File: src/verilog/rdh_defs.vh
`ifndef RDH_DEFS_VH
`define RDH_DEFS_VH
// register byte offsets on the software port
`define RDH_ADDR_CTRL     8'h00
`define RDH_ADDR_STATUS   8'h04
`define RDH_ADDR_IRQ_STAT 8'h08
`define RDH_ADDR_IRQ_MASK 8'h0C
`define RDH_ADDR_ZONE     8'h10
// control register fields
`define RDH_CTRL_RETDONE  0
`define RDH_CTRL_WUCANCEL 1
`define RDH_CTRL_REWIND   2
// event bit positions
`define RDH_EV_RETREAT    0
`define RDH_EV_GPCLR      1
`define RDH_EV_ESTOP      2
`define RDH_EV_SEVERE     3
// reset values
`define RDH_MASK_RST      4'h0
// timing
`define RDH_CLK_HZ        50000000
`define RDH_QUAL_MS       30
`define RDH_QUAL_CYC      ((`RDH_CLK_HZ / 1000) * `RDH_QUAL_MS)
`endif

File: src/verilog/rdh_handshake.v
// Decided for this implementation: the address map and the strobed register port.
`timescale 1ns/1ps
`default_nettype none
`include "rdh_defs.vh"
module rdh_handshake #(
  parameter QUAL_CYC = `RDH_QUAL_CYC
) (
  // clock and reset
  input  wire        clk_sys,
  input  wire        nrst,
  // register port
  input  wire [7:0]  regAddr,
  input  wire [31:0] regWdata,
  input  wire        regWr,
  input  wire        regRd,
  output reg  [31:0] regRdata,
  output reg         irqOut,
  // pins from sequencer
  input  wire        retreat_return_req,
  input  wire        gp_output_clear_req,
  input  wire        slot_run_req,
  input  wire        slot_halt_req,
  input  wire        stopReq,
  input  wire        estopIn,
  input  wire        motion_lock_req,
  input  wire        warmup_mode_enable,
  // internal status sources
  input  wire        batteryLow,
  input  wire        severeErr,
  input  wire        minorErr,
  input  wire        warnErr,
  input  wire [7:0]  handIn,
  input  wire [7:0]  zoneHit,
  input  wire        warmupRun,
  // pins toward sequencer
  output reg         retreatActive,
  output reg         gpOutClear,
  output reg         battery_low_flag,
  output reg         severe_error_flag,
  output reg         minor_error_flag,
  output reg         warning_flag,
  output reg         estop_active_flag,
  output reg         slotRunning,
  output reg  [7:0]  gripper_input_state,
  output reg         zone_presence_flag,
  output reg         warmup_active_flag,
  output reg         program_rewind_req,
  output reg         motionLockActive,
  output reg         servoPowerOn
);

  ////////////////////////////////////////////////////////////////////////////
  // input synchronisers, two flops per external pin
  // sequencer pins and hand/zone sensors bear no relation to clk_sys
  localparam NIN = 24;
  wire [NIN-1:0] rawIn;    // packed copy of every asynchronous input
  reg  [NIN-1:0] syncA_q;  // first stage, may go metastable
  reg  [NIN-1:0] syncB_q;  // second stage, the only one logic reads
  reg            armA_q;   // servo arm chain, first step
  reg            armB_q;   // high once the estop sync holds a real sample
  assign rawIn = {zoneHit, handIn, warmup_mode_enable, motion_lock_req,
                  estopIn, stopReq, slot_halt_req, slot_run_req,
                  gp_output_clear_req, retreat_return_req};

  // first stage read only by second stage
  // the arm chain runs beside it, so the servo stays off until the
  // estop pin has really been sampled after reset
  always @(posedge clk_sys or negedge nrst) begin
    if (!nrst) begin
      syncA_q <= {NIN{1'b0}};
      syncB_q <= {NIN{1'b0}};
      armA_q  <= 1'b0;
      armB_q  <= 1'b0;
    end else begin
      syncA_q <= rawIn;
      syncB_q <= syncA_q;
      armA_q  <= 1'b1;
      armB_q  <= armA_q;
    end
  end

  // named taps of the second stage
  wire       sRetreat = syncB_q[0];
  wire       sGpClr   = syncB_q[1];
  wire       sRun     = syncB_q[2];
  wire       sHalt    = syncB_q[3];
  wire       sStop    = syncB_q[4];
  wire       sEstop   = syncB_q[5];
  wire       sLock    = syncB_q[6];
  wire       sWuEna   = syncB_q[7];
  wire [7:0] sHand    = syncB_q[15:8];
  wire [7:0] sZone    = syncB_q[23:16];

  ////////////////////////////////////////////////////////////////////////////
  // pulse qualifiers; a glitch restarts the count, so short pulses vanish
  // counter width covers the full 30 ms hold at 50 MHz
  localparam CW = 21;
  reg  [CW-1:0] qRet_q;
  reg  [CW-1:0] qClr_q;
  reg  [CW-1:0] qRun_q;

  // saturating counter step
  // clears whenever the level drops, parks at the limit otherwise
  function [CW-1:0] qstep;
    input          lvl;
    input [CW-1:0] cnt;
    begin
      if (!lvl)
        qstep = {CW{1'b0}};
      else if (cnt == QUAL_CYC[CW-1:0])
        qstep = cnt;
      else
        qstep = cnt + {{(CW-1){1'b0}}, 1'b1};
    end
  endfunction

  // one-cycle fire when count first reaches the limit
  // parking at the limit keeps a long hold from firing twice
  function qfire;
    input          lvl;
    input [CW-1:0] cnt;
    begin
      qfire = lvl && (cnt == QUAL_CYC[CW-1:0] - {{(CW-1){1'b0}}, 1'b1});
    end
  endfunction

  always @(posedge clk_sys or negedge nrst) begin
    if (!nrst) begin
      qRet_q <= {CW{1'b0}};
      qClr_q <= {CW{1'b0}};
      qRun_q <= {CW{1'b0}};
    end else begin
      qRet_q <= qstep(sRetreat, qRet_q);
      qClr_q <= qstep(sGpClr, qClr_q);
      qRun_q <= qstep(sRun, qRun_q);
    end
  end

  wire retFire = qfire(sRetreat, qRet_q);
  wire clrFire = qfire(sGpClr, qClr_q);
  wire runFire = qfire(sRun, qRun_q);

  ////////////////////////////////////////////////////////////////////////////
  // software registers
  reg  [2:0] ctrl_q;   // done, cancel, rewind
  reg  [3:0] irqStat_q;
  reg  [3:0] irqMask_q;
  wire       wrCtrl = regWr && (regAddr == `RDH_ADDR_CTRL);
  wire       wrStat = regWr && (regAddr == `RDH_ADDR_IRQ_STAT);
  wire       wrMask = regWr && (regAddr == `RDH_ADDR_IRQ_MASK);
  wire       retDone  = wrCtrl && regWdata[`RDH_CTRL_RETDONE];
  wire       wuCancel = wrCtrl && regWdata[`RDH_CTRL_WUCANCEL];
  wire [3:0] events;

  // control bits; done and cancel are self-clearing strobes
  // writes land on the edge that samples the strobe
  // mask resets to zero, so the interrupt line stays quiet until enabled
  always @(posedge clk_sys or negedge nrst) begin
    if (!nrst) begin
      ctrl_q    <= 3'h0;
      irqMask_q <= `RDH_MASK_RST;
    end else begin
      if (wrCtrl)
        ctrl_q <= {regWdata[`RDH_CTRL_REWIND], 2'b00};
      else
        ctrl_q <= {ctrl_q[2], 2'b00};
      if (wrMask)
        irqMask_q <= regWdata[3:0];
    end
  end

  // sticky events; a new event wins over write-one-clear
  // level sources such as the severe error re-set the bit while present
  always @(posedge clk_sys or negedge nrst) begin
    if (!nrst)
      irqStat_q <= 4'h0;
    else if (wrStat)
      irqStat_q <= (irqStat_q & ~regWdata[3:0]) | events;
    else
      irqStat_q <= irqStat_q | events;
  end

  ////////////////////////////////////////////////////////////////////////////
  // handshake state
  // estop edge detector idles low like its pin
  reg estopDly_q;
  reg warmCut_q;
  assign events = {severeErr, sEstop & ~estopDly_q, clrFire, retFire};

  // outputs registered straight from flops
  // every output low while reset is held
  always @(posedge clk_sys or negedge nrst) begin
    if (!nrst) begin
      retreatActive       <= 1'b0;
      gpOutClear          <= 1'b0;
      battery_low_flag    <= 1'b0;
      severe_error_flag   <= 1'b0;
      minor_error_flag    <= 1'b0;
      warning_flag        <= 1'b0;
      estop_active_flag   <= 1'b0;
      slotRunning         <= 1'b0;
      gripper_input_state <= 8'h00;
      zone_presence_flag  <= 1'b0;
      warmup_active_flag  <= 1'b0;
      program_rewind_req  <= 1'b0;
      motionLockActive    <= 1'b0;
      servoPowerOn        <= 1'b0;
      estopDly_q          <= 1'b0;
      warmCut_q           <= 1'b0;
      irqOut              <= 1'b0;
    end else begin
      estopDly_q <= sEstop;
      // active until done or estop
      // estop beats a fresh retreat request
      if (retFire && !sEstop)
        retreatActive <= 1'b1;
      else if (retDone || sEstop)
        retreatActive <= 1'b0;
      gpOutClear <= clrFire;
      battery_low_flag  <= batteryLow;
      severe_error_flag <= severeErr;
      minor_error_flag  <= minorErr;
      warning_flag      <= warnErr;
      estop_active_flag <= sEstop;
      // stop sources win over start
      // stops are not qualified, so a halt acts within three cycles
      if (sStop || sHalt || sEstop)
        slotRunning <= 1'b0;
      else if (runFire)
        slotRunning <= 1'b1;
      // hand mirror
      // hand and zone outputs trail their pins by three cycles
      gripper_input_state <= sHand;
      zone_presence_flag <= |sZone;
      // cancel latch until enable drops
      // cancel also blanks the flag in its own write cycle
      if (!sWuEna)
        warmCut_q <= 1'b0;
      else if (wuCancel)
        warmCut_q <= 1'b1;
      warmup_active_flag <= sWuEna && warmupRun && !warmCut_q && !wuCancel;
      // rewind level also opens the motion lock gate
      program_rewind_req <= ctrl_q[2];
      motionLockActive <= sLock && ctrl_q[2];
      // hardware servo cut
      // no software path can hold the servo on while estop is seen
      servoPowerOn <= !sEstop && armB_q;
      // interrupt level, one cycle behind the sticky bits
      irqOut <= |(irqStat_q & irqMask_q);
    end
  end

  ////////////////////////////////////////////////////////////////////////////
  // read port, data one cycle after strobe, unmapped reads zero
  // data drop to zero outside the answer cycle
  always @(posedge clk_sys or negedge nrst) begin
    if (!nrst)
      regRdata <= 32'h0000_0000;
    else if (regRd) begin
      case (regAddr)
        `RDH_ADDR_CTRL:     regRdata <= {29'h0, ctrl_q};
        // status word packs ten level outputs for polling, but not rewind or zone presence
        `RDH_ADDR_STATUS:   regRdata <= {22'h0, warmup_active_flag,
                              motionLockActive, slotRunning,
                              estop_active_flag, warning_flag,
                              minor_error_flag, severe_error_flag,
                              battery_low_flag, retreatActive,
                              servoPowerOn};
        `RDH_ADDR_IRQ_STAT: regRdata <= {28'h0, irqStat_q};
        `RDH_ADDR_IRQ_MASK: regRdata <= {28'h0, irqMask_q};
        // raw synchronised area hits
        `RDH_ADDR_ZONE:     regRdata <= {24'h0, sZone};
        default:            regRdata <= 32'h0000_0000;
      endcase
    end else
      regRdata <= 32'h0000_0000;
  end

endmodule
`default_nettype wire
File: config.mk
export PLATFORM = sky130hd
export DESIGN_NAME = rdh_handshake
export DESIGN_NICKNAME = d
export VERILOG_FILES = /design/src/verilog/rdh_handshake.v
export VERILOG_INCLUDE_DIRS = /design/src /design/src/verilog
export SDC_FILE = /design/constraint.sdc
export NUM_CORES = 1
export LEC_CHECK = 0
export BUFFER_PORTS_ARGS = -buffer_cell sky130_fd_sc_hd__buf_2
export CORE_ASPECT_RATIO = 1.1
export CORE_MARGIN = 2
export CORE_UTILIZATION = 59
export CTS_CLUSTER_DIAMETER = 60
export CTS_CLUSTER_SIZE = 12
export DETAILED_ROUTE_END_ITERATION = 6
export PLACE_DENSITY = 0.86
export SYNTH_ARGS = -nofsm -noshare
export SYNTH_HDL_FRONTEND = slang
export SYNTH_SLANG_ARGS = --single-unit
File: constraint.sdc
create_clock -name clk_sys -period 4.2 [get_ports clk_sys]
set_input_delay 0.21 -clock clk_sys [delete_from_list [all_inputs] [get_ports clk_sys]]
set_output_delay 0.21 -clock clk_sys [all_outputs]
set_load 0.05 [all_outputs]
# --- Yosys cells after proc, flatten, opt, wreduce, memory -nomap -nowiden ---
# Cells that the tools add are included.
totals:
  ff_bits: 179
  in_bits: 73
  output_inout_bits: 54
  wordCells: 92
op_classes:
  n_addsub: 3
  n_eq_ne: 14
  n_mux: 15
  bitwise_logic: 7
  n_reduce_logical: 25
op_table:
  columns: ["cell", "n"]
  rows:
  - ["equality test 21 bit (second input constant)", 6]
  - ["two-way mux 21 bit", 6]
  - ["adder 21 x 1 -> 21 bit (second input constant)", 3]
  - ["one-hot mux 10 bit (5 select lines)", 1]
  - ["two-way mux 32 bit", 1]
  - ["equality test 8 x 4 -> 1 bit (second input constant)", 2]
  - ["logical AND 1 bit", 14]
  - ["AND 4 bit", 2]
  - ["equality test 8 x 3 -> 1 bit (second input constant)", 1]
  - ["equality test 8 x 5 -> 1 bit (second input constant)", 1]
  - ["zero test 8 bit", 1]
  - ["OR 4 bit", 2]
  - ["OR reduction 8 bit", 1]
  - ["two-way mux 1 bit", 6]
  - ["inequality test 2 bit (second input constant)", 3]
  - ["two-way mux 4 bit", 1]
  - ["inverter 4 bit", 1]
  - ["nonzero test 2 bit", 2]
  - ["OR reduction 4 bit", 1]
  - ["zero test 1 bit", 3]
  - ["logical OR 1 bit", 3]
  - ["inequality test 2 x 1 -> 1 bit (second input constant)", 1]
  - ["AND 1 bit", 1]
  - ["inverter 1 bit", 1]

# --- Longest topological paths before layout ---
logic_depth:
  depth_word: 6
  ltp_mapped: 6
  mapped_depth_nobuf: 6

# --- Worst setup path before layout ---
# OpenSTA, ideal clock, no wires.
synth_path:
  path_kind: "reg-to-reg"
  from: "reg qRun_q[10]"
  to: "reg qRun_q[1]"
  setup_ns: 0.136
  t_arrival_ns: 1.812
  t_required_ns: 4.064
  slack_ns: 2.252
  stages_incl_launch_ff: 5
  n_path_buf: 0
  period_less_slack_ns: 1.948
  cell_sequence: "dfrtp_1 -> or4b_2 -> or4_1 -> o21ai_0 -> a21oi_1"
synth_via:
  elab_chain_len: 2
synth_rtl:
  columns: ["item", "line_no", "source"]
  rows:
  - ["start, declared", "rdh_handshake.v:100", "reg [CW-1:0] qRun_q;"]
  - ["start signal, assigned", "rdh_handshake.v:131", "qRun_q <= {CW{1'b0}};"]
  - ["start signal, assigned", "rdh_handshake.v:135", "qRun_q <= qstep(sRun, qRun_q);"]
  - ["equality test 21 bit", "rdh_handshake.v:110", "else if (cnt == QUAL_CYC[CW-1:0])"]
  - ["inequality test 2 bit (no source line)", null, null]
# Every way passes these cells.
# A chain may end at the register's enable or synchronous reset.

# --- Worst setup path in the final report ---
layout_path:
  from: "reg qRet_q[1]"
  to: "reg qRet_q[20]"
layout_via:
  elab_chain_len: 3
  word_cells_on_any_way: 5
  cone_classes: "add/sub (1); eq/ne (2); mux (2)"
layout_rtl:
  columns: ["item", "line_no", "source"]
  rows:
  - ["start, declared", "rdh_handshake.v:98", "reg [CW-1:0] qRet_q;"]
  - ["start signal, assigned", "rdh_handshake.v:129", "qRet_q <= {CW{1'b0}};"]
  - ["start signal, assigned", "rdh_handshake.v:133", "qRet_q <= qstep(sRetreat, qRet_q);"]
  - ["adder 21 x 1 -> 21 bit", "rdh_handshake.v:113", "qstep = cnt + {{(CW-1){1'b0}}, 1'b1};"]
  - ["two-way mux 21 bit", "rdh_handshake.v:110", null]
  - ["two-way mux 21 bit", "rdh_handshake.v:108", "if (!lvl)"]
# Several ways; a longest one is shown, not always the timed one. The select of a mux whose other input is x is not followed.

==> results.yml <==
placement:
  hpwlAfterDp_um: 8480
  io_buffers: 76
  dpl_cell_area_um2: 6850
  routabilityCongestion: 0.917
layout:
  fin_nets: 755
  area_growth_pct: 20.1
  layout.cell_area.non_filler_um2: 7710
  drive_gt1_frac: 0.180
  n_antenna_cell: 0
power:
  power_frac_comb: 0.068
  pwr-share-clk: 0.453
  p_sw_w: 0.000794
  ir_drop_mv: 0.256
  p_seq_frac: 0.479
  p_leak_nw: 3.43
  p_int_w: 0.00248
  power_w: 0.00328
  swShare: 0.242
  power_density_nw_per_um2: 425
yosys:
  syn_inst: 568
  postSynthAreaPerCell_um2: 11.3
  yosys_warnings: 0
  ys_ff_latch: 155
  ys_types: 50
  synth-async-reset-ratio: 1.00
  synth_edf_count: 0
  synth_top_area_frac: 0.604
  syn_area_um2: 6420
  ys.flop_type: "dfrtp_1"
  synth_area_leaders: "dfrtp_1, buf_4, a21oi_1"
  yosysTopAreaCell: "dfrtp_1"
  seq_area_frac_synth: 0.604
clock_network:
  cts_made_buffers: 17
  clkSinkCount: 155
  root_buffer: "clkbuf_16"
  ctsLongestPathBuffers: 2
  path_clk_slew_ns: 0.06
  clk_latency_ns: 0.43
  cts_tree: "yes"
  htreeDepth: 4
  cts_setup_buffers: 0
route:
  ant_nets: 0
  initialDrtViolationCount: 426
  routed_wl_um: 14100
  wl_per_cell_um: 16.9
  first_pass_iters: 5
  viasPerCell: 5.85
  drc: 0
  top_layer_used: "met4"
  vias: 4869
  wl_met1_um: 5480
  met2_length_um: 7480
  dr_wl_met3_um: 821
global_routing:
  grt_first_pass_wirelength_um: 22900
  antenna_found_initial: 0
  grt_pass1_vias: 4743
  grt_overflow_total: 0
  track_usage: 0.257
  grt_max_degree: 118
timing:
  fin_crit_sh: 0.548
  max_freq_mhz: 434
  clock_skew_ns: 0.0116
  worst_slew_pin_slew_ns: 1.02
  slew_headroom: 0.321
  grt_setup_unrepaired: "no"
  final_hold_viol_count: 0
  min_period_ns: 2.30
  finalSetupViolations: 0
  maxSlewViolCount: 0
  tns_ns: 0
critical_path:
  r2r-start: "qRet_q[1]"
  crit_type: "reg2reg"
  worstSetupStartpoint: "qRet_q[1]"
  rrSetupSlack_ns: 1.90
  endpoint: "qRet_q[20]"
  critPathMaxFanout: 8
  crit_path_end_kind: "flip-flop"
  cpPeakStageDelay_ns: 0.68
  reg2reg_to: "qRet_q[20]"
  crit_arrival_ns: 2.64
  crit_chain: "ha_1 -> nand4_1 -> or4_1 -> or3_1 -> a21oi_1"
  reg2reg_depth: 5
  start_kind: "flip-flop"
  crit_slowest_cell: "or4_1"
  cp.required_ns: 4.53
flow_run:
  maxCapViolations: 0
min_path:
  hold_path_class: "in2reg"
status:
  status: "completed"
floorplanning:
  dieArea_um2: 11700
  rows: 39
  ios: 127
  coreArea_um2: 10500
  start_util: 0.612
  fp.dieH_um: 113
  die_w_um: 103
==> metrics by stage <==
stage / utilization / hold WS, ns / setup slack (ns) / instances
global route: 0.735 / 0.0351 / 1.77 / 832
global placement: 0.652 / 0.318 / 2.12 / 771
CTS: 0.735 / 0.0141 / 1.91 / 832
detailed placement: 0.652 / 0.319 / 2.04 / 771
finish: 0.735 / 0.0328 / 1.90 / 832
floorplan: - / -0.0856 / 2.25 / 589
==> synthesized netlist by cell type (3+ instances only) <==
master / count
and4_1: 8
ha_1: 6
mux2_2: 5
xor2_1: 12
dfrtp_1: 155
nor2b_1: 7
nor4b_1: 3
o31ai_1: 3
o22a_1: 3
or3_1: 13
or3_2: 4
a21oi_1: 31
o21ai_0: 28
nand4_1: 19
mux2i_1: 10
nand3_1: 28
nand2b_1: 13
xnor2_1: 15
buf_2: 3
and3_1: 5
clkbuf_1: 12
nor4_1: 14
nand2_1: 33
inv_1: 21
or4_1: 11
buf_4: 22
nor3_1: 9
a22oi_1: 9
nor2_1: 39
==> layout make-up <==
type,count,area (µm²)
well taps,143,179
multi-input cells,375,2310
clock inverters,8,83.8
inverters,21,78.8
flip-flops and latches,155,3880
fillers,671,2780
repair buffers,106,684
clock buffers,24,492
==> how the worst min path moves through the flow <==
stage | start | to | slack [ns] | cells past startpoint
CTS | warmupRun | warmup_active_flag | 0.01 | 2
global placement | batteryLow | battery_low_flag | 0.32 | 1
finish | warmupRun | warmup_active_flag | 0.03 | 2
global route | regWdata[3] | irqMask_q[3] | 0.04 | 2
detailed placement | handIn[0] | syncA_q[8] | 0.32 | 1
floorplan | nrst | armA_q | -0.09 | 0
==> registers in the layout, indices dropped and copies added, names as in the netlist, 4 cells and up <==
| name | count |
|---|---|
| irqMask_q | 4 |
| gripper_input_state | 8 |
| syncB_q | 24 |
| irqStat_q | 4 |
| qRet_q | 21 |
| qClr_q | 21 |
| qRun_q | 21 |
| syncA_q | 24 |
| regRdata | 10 |
==> power by group through the flow <==
stage               logic (W)  clock network [W]  registers (W)
floorplan            0.000109                  0        0.00162
global placement     0.000191                  0        0.00159
detailed placement   0.000197                  0        0.00159
CTS                  0.000222            0.00149        0.00157
global route         0.000241            0.00156        0.00157
finish               0.000222            0.00149        0.00157
==> cells in the final DEF (no fill, tap or decap), types with 3 or more instances in the layout <==
cell / instances
a21oi_1: 31
a22oi_1: 9
and3_1: 5
and4_1: 8
buf_2: 75
clkbuf_1: 3
clkbuf_16: 17
clkbuf_8: 4
clkinvlp_4: 3
conb_1: 23
dfrtp_1: 155
dlygate4sd3_1: 29
ha_1: 6
inv_1: 21
mux2_2: 5
mux2i_1: 10
nand2_1: 33
nand2b_1: 13
nand3_1: 28
nand4_1: 19
nor2_1: 39
nor2b_1: 7
nor3_1: 9
nor4_1: 14
nor4b_1: 3
o21ai_0: 28
o22a_1: 3
o31ai_1: 3
or3_1: 13
or3_2: 4
or4_1: 11
xnor2_1: 15
xor2_1: 12
==> per-layer routing <==
metal / global-route usage / up-vias
met5: 0 / -
met4: 0.0904 / 0
met3: 0.0778 / 32
met2: 0.431 / 201
met1: 0.315 / 2453
li1: - / 2183
==> timing repair <==
action | 4_1_cts | 5_1_grt
endpoints found under the setup margin | 0 | 0
hold buffers | 29 | 0
gates resized for setup | 0 | 0
endpoints found under the hold margin | 80 | 0
==> cells by family (layout without fill, tap and decap cells) <==
family / after synthesis / after routing / synth area share
compound gates: 80 / 80 / 0.0721
xor+xnor: 27 / 27 / 0.0368
fa+ha+maj: 6 / 6 / 0.0117
buf+inv: 59 / 159 / 0.0479
flops: 155 / 155 / 0.604
mux: 16 / 16 / 0.0279
other cells: 2 / 23 / 0.00117
simple gates: 223 / 223 / 0.199
==> critical path, delay by kind of cell, from the launching register on <==
kind / cells / cell delay, ns
AO/OA/AOI/OAI: 1 / 0.22
adder cells (fa/ha/maj): 1 / 0.27
AND/OR/NAND/NOR: 3 / 1.28
flip-flops: 1 / 0.44
(Power assumes the default switching activity.)
